`config.mk`:
```
export PLATFORM = sky130hd
export DESIGN_NAME = dtc_timer_top
export DESIGN_NICKNAME = d
export VERILOG_FILES = /design/src/core/dtc_pkg.sv /design/src/core/dtc_evt_if.sv /design/src/core/dtc_edge_detect.sv /design/src/core/dtc_tick_div.sv /design/src/core/dtc_timer_top.sv
export SDC_FILE = /design/constraint.sdc
export NUM_CORES = 1
export LEC_CHECK = 0
export BUFFER_PORTS_ARGS = -buffer_cell sky130_fd_sc_hd__buf_2
export CAP_MARGIN = 25
export CORE_ASPECT_RATIO = 1.75
export CORE_MARGIN = 2
export CORE_UTILIZATION = 30
export CTS_CLUSTER_SIZE = 14
export DETAILED_ROUTE_END_ITERATION = 10
export GPL_TIMING_DRIVEN = 0
export PLACE_DENSITY = 0.53
export SYNTH_ARGS = -nofsm -noshare
export SYNTH_HDL_FRONTEND = slang
export SYNTH_SLANG_ARGS = --single-unit
```
`constraint.sdc`:
```
create_clock -name i_ref_clk -period 4 [get_ports i_ref_clk]
set_clock_uncertainty 0.2 [all_clocks]
set_input_delay 0.4 -clock i_ref_clk [delete_from_list [all_inputs] [get_ports i_ref_clk]]
set_output_delay 0.4 -clock i_ref_clk [all_outputs]
set_load 0.02 [all_outputs]
```
`src/core/dtc_pkg.sv`:
```
package dtc_pkg;

	// ****************************************
	// Register offsets on the special function register bus
	// ****************************************
	localparam logic [7:0] TIMER_CONTROL_FLAGS_ADDR = 8'h88;
	localparam logic [7:0] TIMER_MODE_SELECT_ADDR = 8'h89;
	localparam logic [7:0] FIRST_COUNT_LOW_ADDR = 8'h8A;
	localparam logic [7:0] SECOND_COUNT_LOW_ADDR = 8'h8B;
	localparam logic [7:0] FIRST_COUNT_HIGH_ADDR = 8'h8C;
	localparam logic [7:0] SECOND_COUNT_HIGH_ADDR = 8'h8D;

	// ****************************************
	// Reset values
	// ****************************************
	localparam logic [7:0] CONTROL_RESET = 8'h00;
	localparam logic [7:0] MODE_RESET = 8'h00;
	localparam logic [7:0] COUNT_RESET = 8'h00;

	// ****************************************
	// Field positions in timer_control_flags
	// ****************************************
	localparam int SECOND_OVERFLOW_FLAG_POS = 7;
	localparam int SECOND_RUN_BIT_POS = 6;
	localparam int FIRST_OVERFLOW_FLAG_POS = 5;
	localparam int FIRST_RUN_BIT_POS = 4;
	localparam int EXT_IRQ_B_EDGE_FLAG_POS = 3;
	localparam int EXT_IRQ_B_TRIGGER_SEL_POS = 2;
	localparam int EXT_IRQ_A_EDGE_FLAG_POS = 1;
	localparam int EXT_IRQ_A_TRIGGER_SEL_POS = 0;

	// ****************************************
	// Field positions in timer_mode_select, per timer nibble
	// ****************************************
	localparam int SECOND_NIBBLE_POS = 4;
	localparam int FIRST_NIBBLE_POS = 0;
	localparam int GATING_BIT_POS = 3;
	localparam int COUNT_SOURCE_SEL_POS = 2;
	localparam int MODE_FIELD_POS = 0;

	// ****************************************
	// Timing
	// ****************************************
	localparam int TIMER_TICK_SYS_CYCLES = 2;
	localparam int PRESCALE_BITS = 5;

	typedef enum logic [1:0]
	{
		DTC_MODE_PRESCALED = 2'b00,
		DTC_MODE_WIDE = 2'b01,
		DTC_MODE_RELOAD = 2'b10,
		DTC_MODE_SPLIT = 2'b11
	} dtc_mode_t;

endpackage

```
`src/core/dtc_evt_if.sv`:
```
`timescale 1ns/1ns
// ****************************************
// Synchronised pin events between top and edge detector
// ****************************************
interface dtc_evt_if;
	logic [3:0] pin_level;
	logic [3:0] pin_fall;

	modport detector
	(
		output pin_level,
		output pin_fall
	);

	modport user
	(
		input pin_level,
		input pin_fall
	);
endinterface

```
`src/core/dtc_edge_detect.sv`:
```
`timescale 1ns/1ns
// ****************************************
// Pin synchroniser and falling-edge detector
// ****************************************
module dtc_edge_detect
(
	// Clock and reset
	input wire logic i_ref_clk,
	input wire logic i_rstn,
	// Raw pins
	input wire logic [3:0] i_pins,
	// Events out
	dtc_evt_if.detector evt
);
	logic [3:0] meta_q;
	logic [3:0] meta_d;
	logic [3:0] sync_q;
	logic [3:0] sync_d;
	logic [3:0] last_q;
	logic [3:0] last_d;

	// The first stage feeds only the second; edges are taken from the later stages.
	always_comb
	begin
		meta_d = i_pins;
		sync_d = meta_q;
		last_d = sync_q;
	end

	// Pins reset high so that release does not fake a falling edge.
	always_ff @(posedge i_ref_clk or negedge i_rstn)
	begin
		if (!i_rstn)
		begin
			meta_q <= 4'hF;
			sync_q <= 4'hF;
			last_q <= 4'hF;
		end
		else
		begin
			meta_q <= meta_d;
			sync_q <= sync_d;
			last_q <= last_d;
		end
	end

	assign evt.pin_level = sync_q;
	assign evt.pin_fall = last_q & ~sync_q;
endmodule

```
`src/core/dtc_tick_div.sv`:
```
`timescale 1ns/1ns
// ****************************************
// Divider producing the timer-mode increment enable
// ****************************************
module dtc_tick_div
(
	// Clock and reset
	input wire logic i_ref_clk,
	input wire logic i_rstn,
	// Enable pulse out
	output logic o_tick
);
	logic [1:0] cnt_q;
	logic [1:0] cnt_d;
	logic tick_q;
	logic tick_d;

	always_comb
	begin
		if (cnt_q == 2'(dtc_pkg::TIMER_TICK_SYS_CYCLES - 1))
		begin
			cnt_d = 2'h0;
			tick_d = 1'b1;
		end
		else
		begin
			cnt_d = cnt_q + 2'h1;
			tick_d = 1'b0;
		end
	end

	always_ff @(posedge i_ref_clk or negedge i_rstn)
	begin
		if (!i_rstn)
		begin
			cnt_q <= 2'h0;
			tick_q <= 1'b0;
		end
		else
		begin
			cnt_q <= cnt_d;
			tick_q <= tick_d;
		end
	end

	assign o_tick = tick_q;
endmodule

```
`src/core/dtc_timer_top.sv`:
```
`timescale 1ns/1ns
// Operation
// - The second overflow flag sets on its timer's overflow and clears when the CPU vectors.
// - The first overflow flag sets on its timer's overflow and clears when the CPU vectors.
// - A timer counts only while its run bit (bit 6 or bit 4) is 1 and holds otherwise.
// - Each external edge flag sets on a falling pin edge and clears when the CPU vectors.
// - Each trigger select picks low level when 0 and falling edge when 1.
// - With gating set a timer counts only while its interrupt pin is high and run is set.
// - Timer mode counts once every 2 clocks; counter mode counts each count pin falling edge.
// - Mode 00 is an 8-bit high byte behind a 5-bit prescaler in the low byte.
// - Mode 01 joins high and low bytes into one 16-bit counter.
// - Mode 10 is an 8-bit low byte reloaded from the high byte on overflow.
// - Mode 11 stops the second timer.
// - Mode 11 splits the first timer; its high byte uses the second run bit and flag.
// - The four count bytes are read/write and reset to 00h.
// - The second timer's mode 10 overflow is offered to the serial port as a baud clock.
module dtc_timer_top
(
	// Clock and reset
	input wire logic i_ref_clk,
	input wire logic i_rstn,
	// Special function register bus
	input wire logic [7:0] i_sfr_addr,
	input wire logic i_sfr_wr,
	input wire logic [7:0] i_sfr_wdata,
	output logic [7:0] o_sfr_rdata,
	// Interrupt vector acknowledges from the CPU
	input wire logic i_ack_ext_irq_a,
	input wire logic i_ack_first_timer,
	input wire logic i_ack_ext_irq_b,
	input wire logic i_ack_second_timer,
	// Pins
	input wire logic i_ext_irq_a_pin,
	input wire logic i_ext_irq_b_pin,
	input wire logic i_first_count_pin,
	input wire logic i_second_count_pin,
	// Interrupt requests and baud source
	output logic o_ext_irq_a_req,
	output logic o_ext_irq_b_req,
	output logic o_first_timer_req,
	output logic o_second_timer_req,
	output logic o_baud_tick
);
	// ****************************************
	// Pin events
	// ****************************************
	dtc_evt_if evt ();
	logic tick;

	dtc_edge_detect u_edge
	(
		.i_ref_clk(i_ref_clk),
		.i_rstn(i_rstn),
		.i_pins({i_second_count_pin, i_first_count_pin, i_ext_irq_b_pin, i_ext_irq_a_pin}),
		.evt(evt.detector)
	);

	dtc_tick_div u_div
	(
		.i_ref_clk(i_ref_clk),
		.i_rstn(i_rstn),
		.o_tick(tick)
	);

	// ****************************************
	// Registers
	// ****************************************
	logic [7:0] ctrl_q;
	logic [7:0] ctrl_d;
	logic [7:0] mode_q;
	logic [7:0] mode_d;
	logic [7:0] low_q [2];
	logic [7:0] low_d [2];
	logic [7:0] high_q [2];
	logic [7:0] high_d [2];
	logic [7:0] rdata_d;
	logic [3:0] req_d;
	logic [3:0] req_q;
	logic baud_d;
	logic baud_q;

	// Per-timer increment and overflow terms, index 0 first timer, 1 second timer.
	logic [1:0] inc;
	logic [1:0] run;
	logic [1:0] low_ovf;
	logic [1:0] ovf;
	logic split_high_inc;
	logic split_high_ovf;
	logic [1:0] wr_low;
	logic [1:0] wr_high;

	genvar g;
	generate
		for (g = 0; g < 2; g++)
		begin : g_tmr
			localparam int NIB = (g == 0) ? dtc_pkg::FIRST_NIBBLE_POS :
				dtc_pkg::SECOND_NIBBLE_POS;
			localparam int RUNP = (g == 0) ? dtc_pkg::FIRST_RUN_BIT_POS :
				dtc_pkg::SECOND_RUN_BIT_POS;
			logic gate;
			logic src;
			logic [1:0] md;
			assign gate = mode_q[NIB + dtc_pkg::GATING_BIT_POS];
			assign src = mode_q[NIB + dtc_pkg::COUNT_SOURCE_SEL_POS];
			assign md = mode_q[NIB + dtc_pkg::MODE_FIELD_POS +: 2];
			// Gating reads interrupt pin g, which is pin_level bit g.
			assign run[g] = ctrl_q[RUNP] & (~gate | evt.pin_level[g]);
			// Second timer in mode 11 never counts.
			assign inc[g] = run[g] & (src ? evt.pin_fall[g + 2] : tick) &
				~(g == 1 && md == dtc_pkg::DTC_MODE_SPLIT);
			assign wr_low[g] = i_sfr_wr && i_sfr_addr ==
				((g == 0) ? dtc_pkg::FIRST_COUNT_LOW_ADDR : dtc_pkg::SECOND_COUNT_LOW_ADDR);
			assign wr_high[g] = i_sfr_wr && i_sfr_addr ==
				((g == 0) ? dtc_pkg::FIRST_COUNT_HIGH_ADDR : dtc_pkg::SECOND_COUNT_HIGH_ADDR);

			// ****************************************
			// Counting stages
			// ****************************************
			always_comb
			begin
				low_d[g] = low_q[g];
				high_d[g] = high_q[g];
				low_ovf[g] = 1'b0;
				ovf[g] = 1'b0;
				if (inc[g])
				begin
					case (md)
						dtc_pkg::DTC_MODE_PRESCALED:
						begin
							low_d[g] = {3'h0, low_q[g][4:0] + 5'h01};
							if (low_q[g][4:0] == 5'h1F)
							begin
								high_d[g] = high_q[g] + 8'h01;
								ovf[g] = (high_q[g] == 8'hFF);
							end
						end
						dtc_pkg::DTC_MODE_WIDE:
						begin
							{high_d[g], low_d[g]} = {high_q[g], low_q[g]} + 16'h0001;
							ovf[g] = ({high_q[g], low_q[g]} == 16'hFFFF);
						end
						dtc_pkg::DTC_MODE_RELOAD:
						begin
							low_d[g] = (low_q[g] == 8'hFF) ? high_q[g] : low_q[g] + 8'h01;
							ovf[g] = (low_q[g] == 8'hFF);
						end
						default:
						begin
							low_d[g] = low_q[g] + 8'h01;
							low_ovf[g] = (low_q[g] == 8'hFF);
							ovf[g] = low_ovf[g];
						end
					endcase
				end
				// Split mode: first timer high byte runs on second run bit, timer clock.
				if (g == 0 && split_high_inc)
				begin
					high_d[g] = high_q[g] + 8'h01;
				end
				if (wr_low[g])
				begin
					low_d[g] = i_sfr_wdata;
				end
				if (wr_high[g])
				begin
					high_d[g] = i_sfr_wdata;
				end
			end

			always_ff @(posedge i_ref_clk or negedge i_rstn)
			begin
				if (!i_rstn)
				begin
					low_q[g] <= dtc_pkg::COUNT_RESET;
					high_q[g] <= dtc_pkg::COUNT_RESET;
				end
				else
				begin
					low_q[g] <= low_d[g];
					high_q[g] <= high_d[g];
				end
			end
		end
	endgenerate

	assign split_high_inc = (mode_q[1:0] == dtc_pkg::DTC_MODE_SPLIT) &&
		ctrl_q[dtc_pkg::SECOND_RUN_BIT_POS] && tick;
	assign split_high_ovf = split_high_inc && high_q[0] == 8'hFF;

	// ****************************************
	// Control, flags and read path
	// ****************************************
	always_comb
	begin
		ctrl_d = ctrl_q;
		mode_d = mode_q;
		if (i_sfr_wr && i_sfr_addr == dtc_pkg::TIMER_CONTROL_FLAGS_ADDR)
		begin
			ctrl_d = i_sfr_wdata;
		end
		if (i_sfr_wr && i_sfr_addr == dtc_pkg::TIMER_MODE_SELECT_ADDR)
		begin
			mode_d = i_sfr_wdata;
		end
		// Vectoring clears first; a same-cycle hardware event then wins.
		if (i_ack_first_timer)
		begin
			ctrl_d[dtc_pkg::FIRST_OVERFLOW_FLAG_POS] = 1'b0;
		end
		if (i_ack_second_timer)
		begin
			ctrl_d[dtc_pkg::SECOND_OVERFLOW_FLAG_POS] = 1'b0;
		end
		if (i_ack_ext_irq_a)
		begin
			ctrl_d[dtc_pkg::EXT_IRQ_A_EDGE_FLAG_POS] = 1'b0;
		end
		if (i_ack_ext_irq_b)
		begin
			ctrl_d[dtc_pkg::EXT_IRQ_B_EDGE_FLAG_POS] = 1'b0;
		end
		if (ovf[0])
		begin
			ctrl_d[dtc_pkg::FIRST_OVERFLOW_FLAG_POS] = 1'b1;
		end
		// In split mode the second flag belongs to the first timer's high byte.
		if ((mode_q[1:0] == dtc_pkg::DTC_MODE_SPLIT) ? split_high_ovf : ovf[1])
		begin
			ctrl_d[dtc_pkg::SECOND_OVERFLOW_FLAG_POS] = 1'b1;
		end
		if (evt.pin_fall[0])
		begin
			ctrl_d[dtc_pkg::EXT_IRQ_A_EDGE_FLAG_POS] = 1'b1;
		end
		if (evt.pin_fall[1])
		begin
			ctrl_d[dtc_pkg::EXT_IRQ_B_EDGE_FLAG_POS] = 1'b1;
		end

		case (i_sfr_addr)
			dtc_pkg::TIMER_CONTROL_FLAGS_ADDR: rdata_d = ctrl_q;
			dtc_pkg::TIMER_MODE_SELECT_ADDR: rdata_d = mode_q;
			dtc_pkg::FIRST_COUNT_LOW_ADDR: rdata_d = low_q[0];
			dtc_pkg::SECOND_COUNT_LOW_ADDR: rdata_d = low_q[1];
			dtc_pkg::FIRST_COUNT_HIGH_ADDR: rdata_d = high_q[0];
			dtc_pkg::SECOND_COUNT_HIGH_ADDR: rdata_d = high_q[1];
			default: rdata_d = 8'h00;
		endcase

		// Low-level trigger requests while the pin is low; edge mode uses the flag.
		req_d[0] = ctrl_q[dtc_pkg::EXT_IRQ_A_TRIGGER_SEL_POS] ?
			ctrl_q[dtc_pkg::EXT_IRQ_A_EDGE_FLAG_POS] : ~evt.pin_level[0];
		req_d[1] = ctrl_q[dtc_pkg::EXT_IRQ_B_TRIGGER_SEL_POS] ?
			ctrl_q[dtc_pkg::EXT_IRQ_B_EDGE_FLAG_POS] : ~evt.pin_level[1];
		req_d[2] = ctrl_q[dtc_pkg::FIRST_OVERFLOW_FLAG_POS];
		req_d[3] = ctrl_q[dtc_pkg::SECOND_OVERFLOW_FLAG_POS];
		baud_d = ovf[1] && mode_q[5:4] == dtc_pkg::DTC_MODE_RELOAD;
	end

	always_ff @(posedge i_ref_clk or negedge i_rstn)
	begin
		if (!i_rstn)
		begin
			ctrl_q <= dtc_pkg::CONTROL_RESET;
			mode_q <= dtc_pkg::MODE_RESET;
			o_sfr_rdata <= 8'h00;
			req_q <= 4'h0;
			baud_q <= 1'b0;
		end
		else
		begin
			ctrl_q <= ctrl_d;
			mode_q <= mode_d;
			o_sfr_rdata <= rdata_d;
			req_q <= req_d;
			baud_q <= baud_d;
		end
	end

	always_comb
	begin
		o_ext_irq_a_req = req_q[0];
		o_ext_irq_b_req = req_q[1];
		o_first_timer_req = req_q[2];
		o_second_timer_req = req_q[3];
		o_baud_tick = baud_q;
	end
endmodule

```
==> results.yml <==
clock_network:
  worstSkewPairLatency_ns: 0.34
  cts_max_level: 3
  cts.reportedPaths.clkPinSlew_ns: 0.06
  clock_tree_root_driver_cell: "sky130_fd_sc_hd__clkbuf_16"
  max-clock-path-buffers: 2
  number_of_buffers_inserted_to_repair_setup_after_cts: 0
  ctsResizeCount: 0
  cts.sink_count: 76
  cts_tree: "built"
  numCtsBuffers: 9
synthesis:
  post_synth_main_area_contributors: "sky130_fd_sc_hd__dfrtp_1 38%, sky130_fd_sc_hd__dfstp_2 7.5%, sky130_fd_sc_hd__nand2_1 4.5%"
  synthesis.area_per_instance_um2: 9.89
  postSynthRegisterBits: 76
  postSynth.asyncResetShare_pct: 100
  synth_top_area_cell: "sky130_fd_sc_hd__dfrtp_1"
  yosysTopAreaCellShare_pct: 38.0
  ys_warn_count: 0
  synth.lib_cells_used.distinct: 57
  synth-main-ff-cell: "sky130_fd_sc_hd__dfrtp_1"
  netlist_top_cells_count: "64 x sky130_fd_sc_hd__dfrtp_1, 51 x sky130_fd_sc_hd__nand2_1, 25 x sky130_fd_sc_hd__a21oi_1, 25 x sky130_fd_sc_hd__nor2_1, 25 x sky130_fd_sc_hd__o21ai_1"
  yosysMostFrequentCell: "sky130_fd_sc_hd__dfrtp_1"
  synth_cells: 426
  mappedNetlistNets: 459
  syn-cell-area_mm2: 0.00421
  yosysSeqAreaShare_pct: 45.5
  synth_enable_flop_cells: 0
timing:
  setup_violations_final: 0
  final-max-slew-violation-count: 0
  final_period_minus_worst_setup_slack_ns: 2.59
  slew_headroom_pct: 56.7
  worst_pin_slew_ns: 0.633
  setup_tns_ns: 0
  final.period_utilization_pct: 64.8
  final_hold_viol_count: 0
  grt_setup_unrepaired: "no"
  maximum_operating_frequency_mhz: 386
cells_and_area:
  n_antenna_cell: 0
  summed_area_of_non_filler_cells_in_the_final_layout_mm2: 0.00497
  syn_to_final_growth_pct: 18.0
  final_nets: 513
  final.fill_count: 1426
  share_of_final_layout_standard_cells_stronger_than_drive_strength_1_pct: 19.6
route:
  first_pass_iters: 4
  post_drt_via_cell_ratio: 5.20
  route.detailed.drc: 0
  detailedRoute.firstIterationViolations: 231
  via_count: 3445
  wl_per_cell_um: 19.2
  detail-route-antenna-nets: 0
  postRouteWirelength_um: 12700
floorplanning:
  die_area_mm2: 0.0150
  die_width_um: 93.6
  initial_utilization_pct: 30.5
  io_pins: 40
  dieHeight_um: 161
  design.core.area_mm2: 0.0138
  row_count: 57
power_and_ir_drop:
  power_leakage_uw: 0.00208
  power.density_mw_per_mm2: 434
  seqPwrFrac_pct: 46.0
  net-switching-power_uw: 699
  intPower_uw: 1460
  irDropWorstVdd_uv: 205
  totalPowerFinal_uw: 2160
  switching_share_pct: 32.4
  power.share.clock_pct: 34.7
  combPwrFrac_pct: 19.3
critical_path:
  worstSetupStartpointType: "flip-flop"
  cp_data_arrival_time_ns: 2.66
  worstSetupStartpoint: "low_q[8]"
  worst-setup-path-type: "flip-flop to flip-flop"
  reg2reg_setup_slack_ns: 1.41
  worst_ep_required_time_ns: 4.07
  largest_fanout_of_any_net_on_the_critical_path: 8
  critical_path_sink_type: "flip-flop"
  r2r.worst_path.cells: 9
  reg2reg_from: "low_q[8]"
status:
  outcome: "completed"
place:
  gp_congestion: 0.901
  hpwlAfterDp_um: 9890
  port_buffers: 37
  dpl-instance-area_mm2: 0.00465
global_routing:
  grt_start_max_net_pins: 53
  antenna_violations_before_repair: 0
  first_global_vias: 3657
  grt_remaining_overflow: 0
  grt_overall_usage_pct: 18.2
  grt_first_pass_wirelength_um: 20600
worst_hold_path:
  min-delay-start: "i_ack_ext_irq_a"
  worstHoldPathType: "input pin to flip-flop"
  hold_depth: 2
run:
  drv.max_cap_violation_count: 0
==> placed cells by master, fill, tap and decap left out, drive strengths merged, types with 7 or more instances in the layout <==
cell type  instances
and2               8
xor2              16
nor2b             10
nor3               7
and3               7
nand2             51
nor2              26
buf               50
nand3             13
a211oi            10
a21oi             25
mux2               9
nand4             10
dfrtp             64
dfstp             12
mux2i             18
o21ai             40
inv               12
clkbuf            18
==> final cells by class <==
cell class | instances | area [um^2] | area share (%)
multi-input combinational | 317 | 2160 | 43.4
sequential | 76 | 1920 | 38.6
timing repair buffer | 43 | 265 | 5.33
clock buffer | 10 | 229 | 4.60
tap | 177 | 221 | 4.45
buffer | 20 | 88.8 | 1.79
inverter | 13 | 48.8 | 0.981
clock inverter | 6 | 42.5 | 0.856
==> path summary, 6_finish.rpt <==
kind / end
hold reg to reg: u_edge.evt.pin_level[1]
setup / recovery: high_q[12]
hold / removal: ctrl_q[1]
min in group asynchronous: mode_q[5]
setup reg to reg: high_q[12]
max in group asynchronous: u_edge.last_q[0]
==> kinds of logic after synthesis <==
family / Yosys count / synth area share [%]
AO/OA/AOI/OAI: 108 / 16.9
buffers and inverters: 33 / 3.27
flip-flops: 76 / 45.5
AND/OR/NAND/NOR: 150 / 18.5
adder cells (fa/ha/maj): 6 / 1.78
XOR/XNOR: 20 / 4.16
multiplexers: 33 / 9.89
==> flip-flops by register name (all words and copies together) (netlist names) <==
signal                cells
high_q                   16
u_div.o_tick              1
o_sfr_rdata               8
mode_q                    8
u_edge.evt.pin_level      4
o_baud_tick               1
u_edge.last_q             4
u_div.cnt_q               2
ctrl_q                    8
u_edge.meta_q             4
low_q                    16
req_q                     4
==> power groups by stage <==
stage | sequential, uW | combinational [uW] | clock [uW]
floorplan | 942 | 298 | 0
global placement | 1000 | 400 | 0
detailed placement | 1010 | 410 | 0
CTS | 992 | 417 | 768
global route | 1000 | 473 | 804
finish | 994 | 417 | 748
==> routing by layer <==
layer  vias up  wire (um)  GRT usage, %
met3        36        477          3.14
met5         -          0             0
met4         0        751          10.4
met1      1660       4840          20.5
li1       1651          -             -
met2        98       6660          31.7
==> through the flow <==
stage               std cells  worst slack (ns)  hold WS [ns]  utilization [%]
floorplan                 426              1.73       -0.0956                -
global placement          640              1.42         0.146             33.4
detailed placement        641              1.45         0.144             33.6
CTS                       662              1.42        0.0320             35.9
global route              662              1.23        0.0516             35.9
finish                    662              1.41        0.0414             35.9
==> worst max-delay path, cell delays in order, from the launching register on <==
cell and delay, ns:
sky130_fd_sc_hd__dfrtp_1 0.45, sky130_fd_sc_hd__ha_1 0.24, sky130_fd_sc_hd__nand3_1 0.15, sky130_fd_sc_hd__clkinv_1 0.12
sky130_fd_sc_hd__ha_1 0.18, sky130_fd_sc_hd__nor2_1 0.07, sky130_fd_sc_hd__o31ai_4 0.40, sky130_fd_sc_hd__nand3_4 0.13
sky130_fd_sc_hd__or4_1 0.49, sky130_fd_sc_hd__nand3_1 0.09
==> repair_timing <==
action                                 in CTS  in global routing
setup endpoints to repair                   0                  0
hold buffers                                5                  0
endpoints found under the hold margin      28                  0
Note: power is estimated with default switching activity, not from simulation.
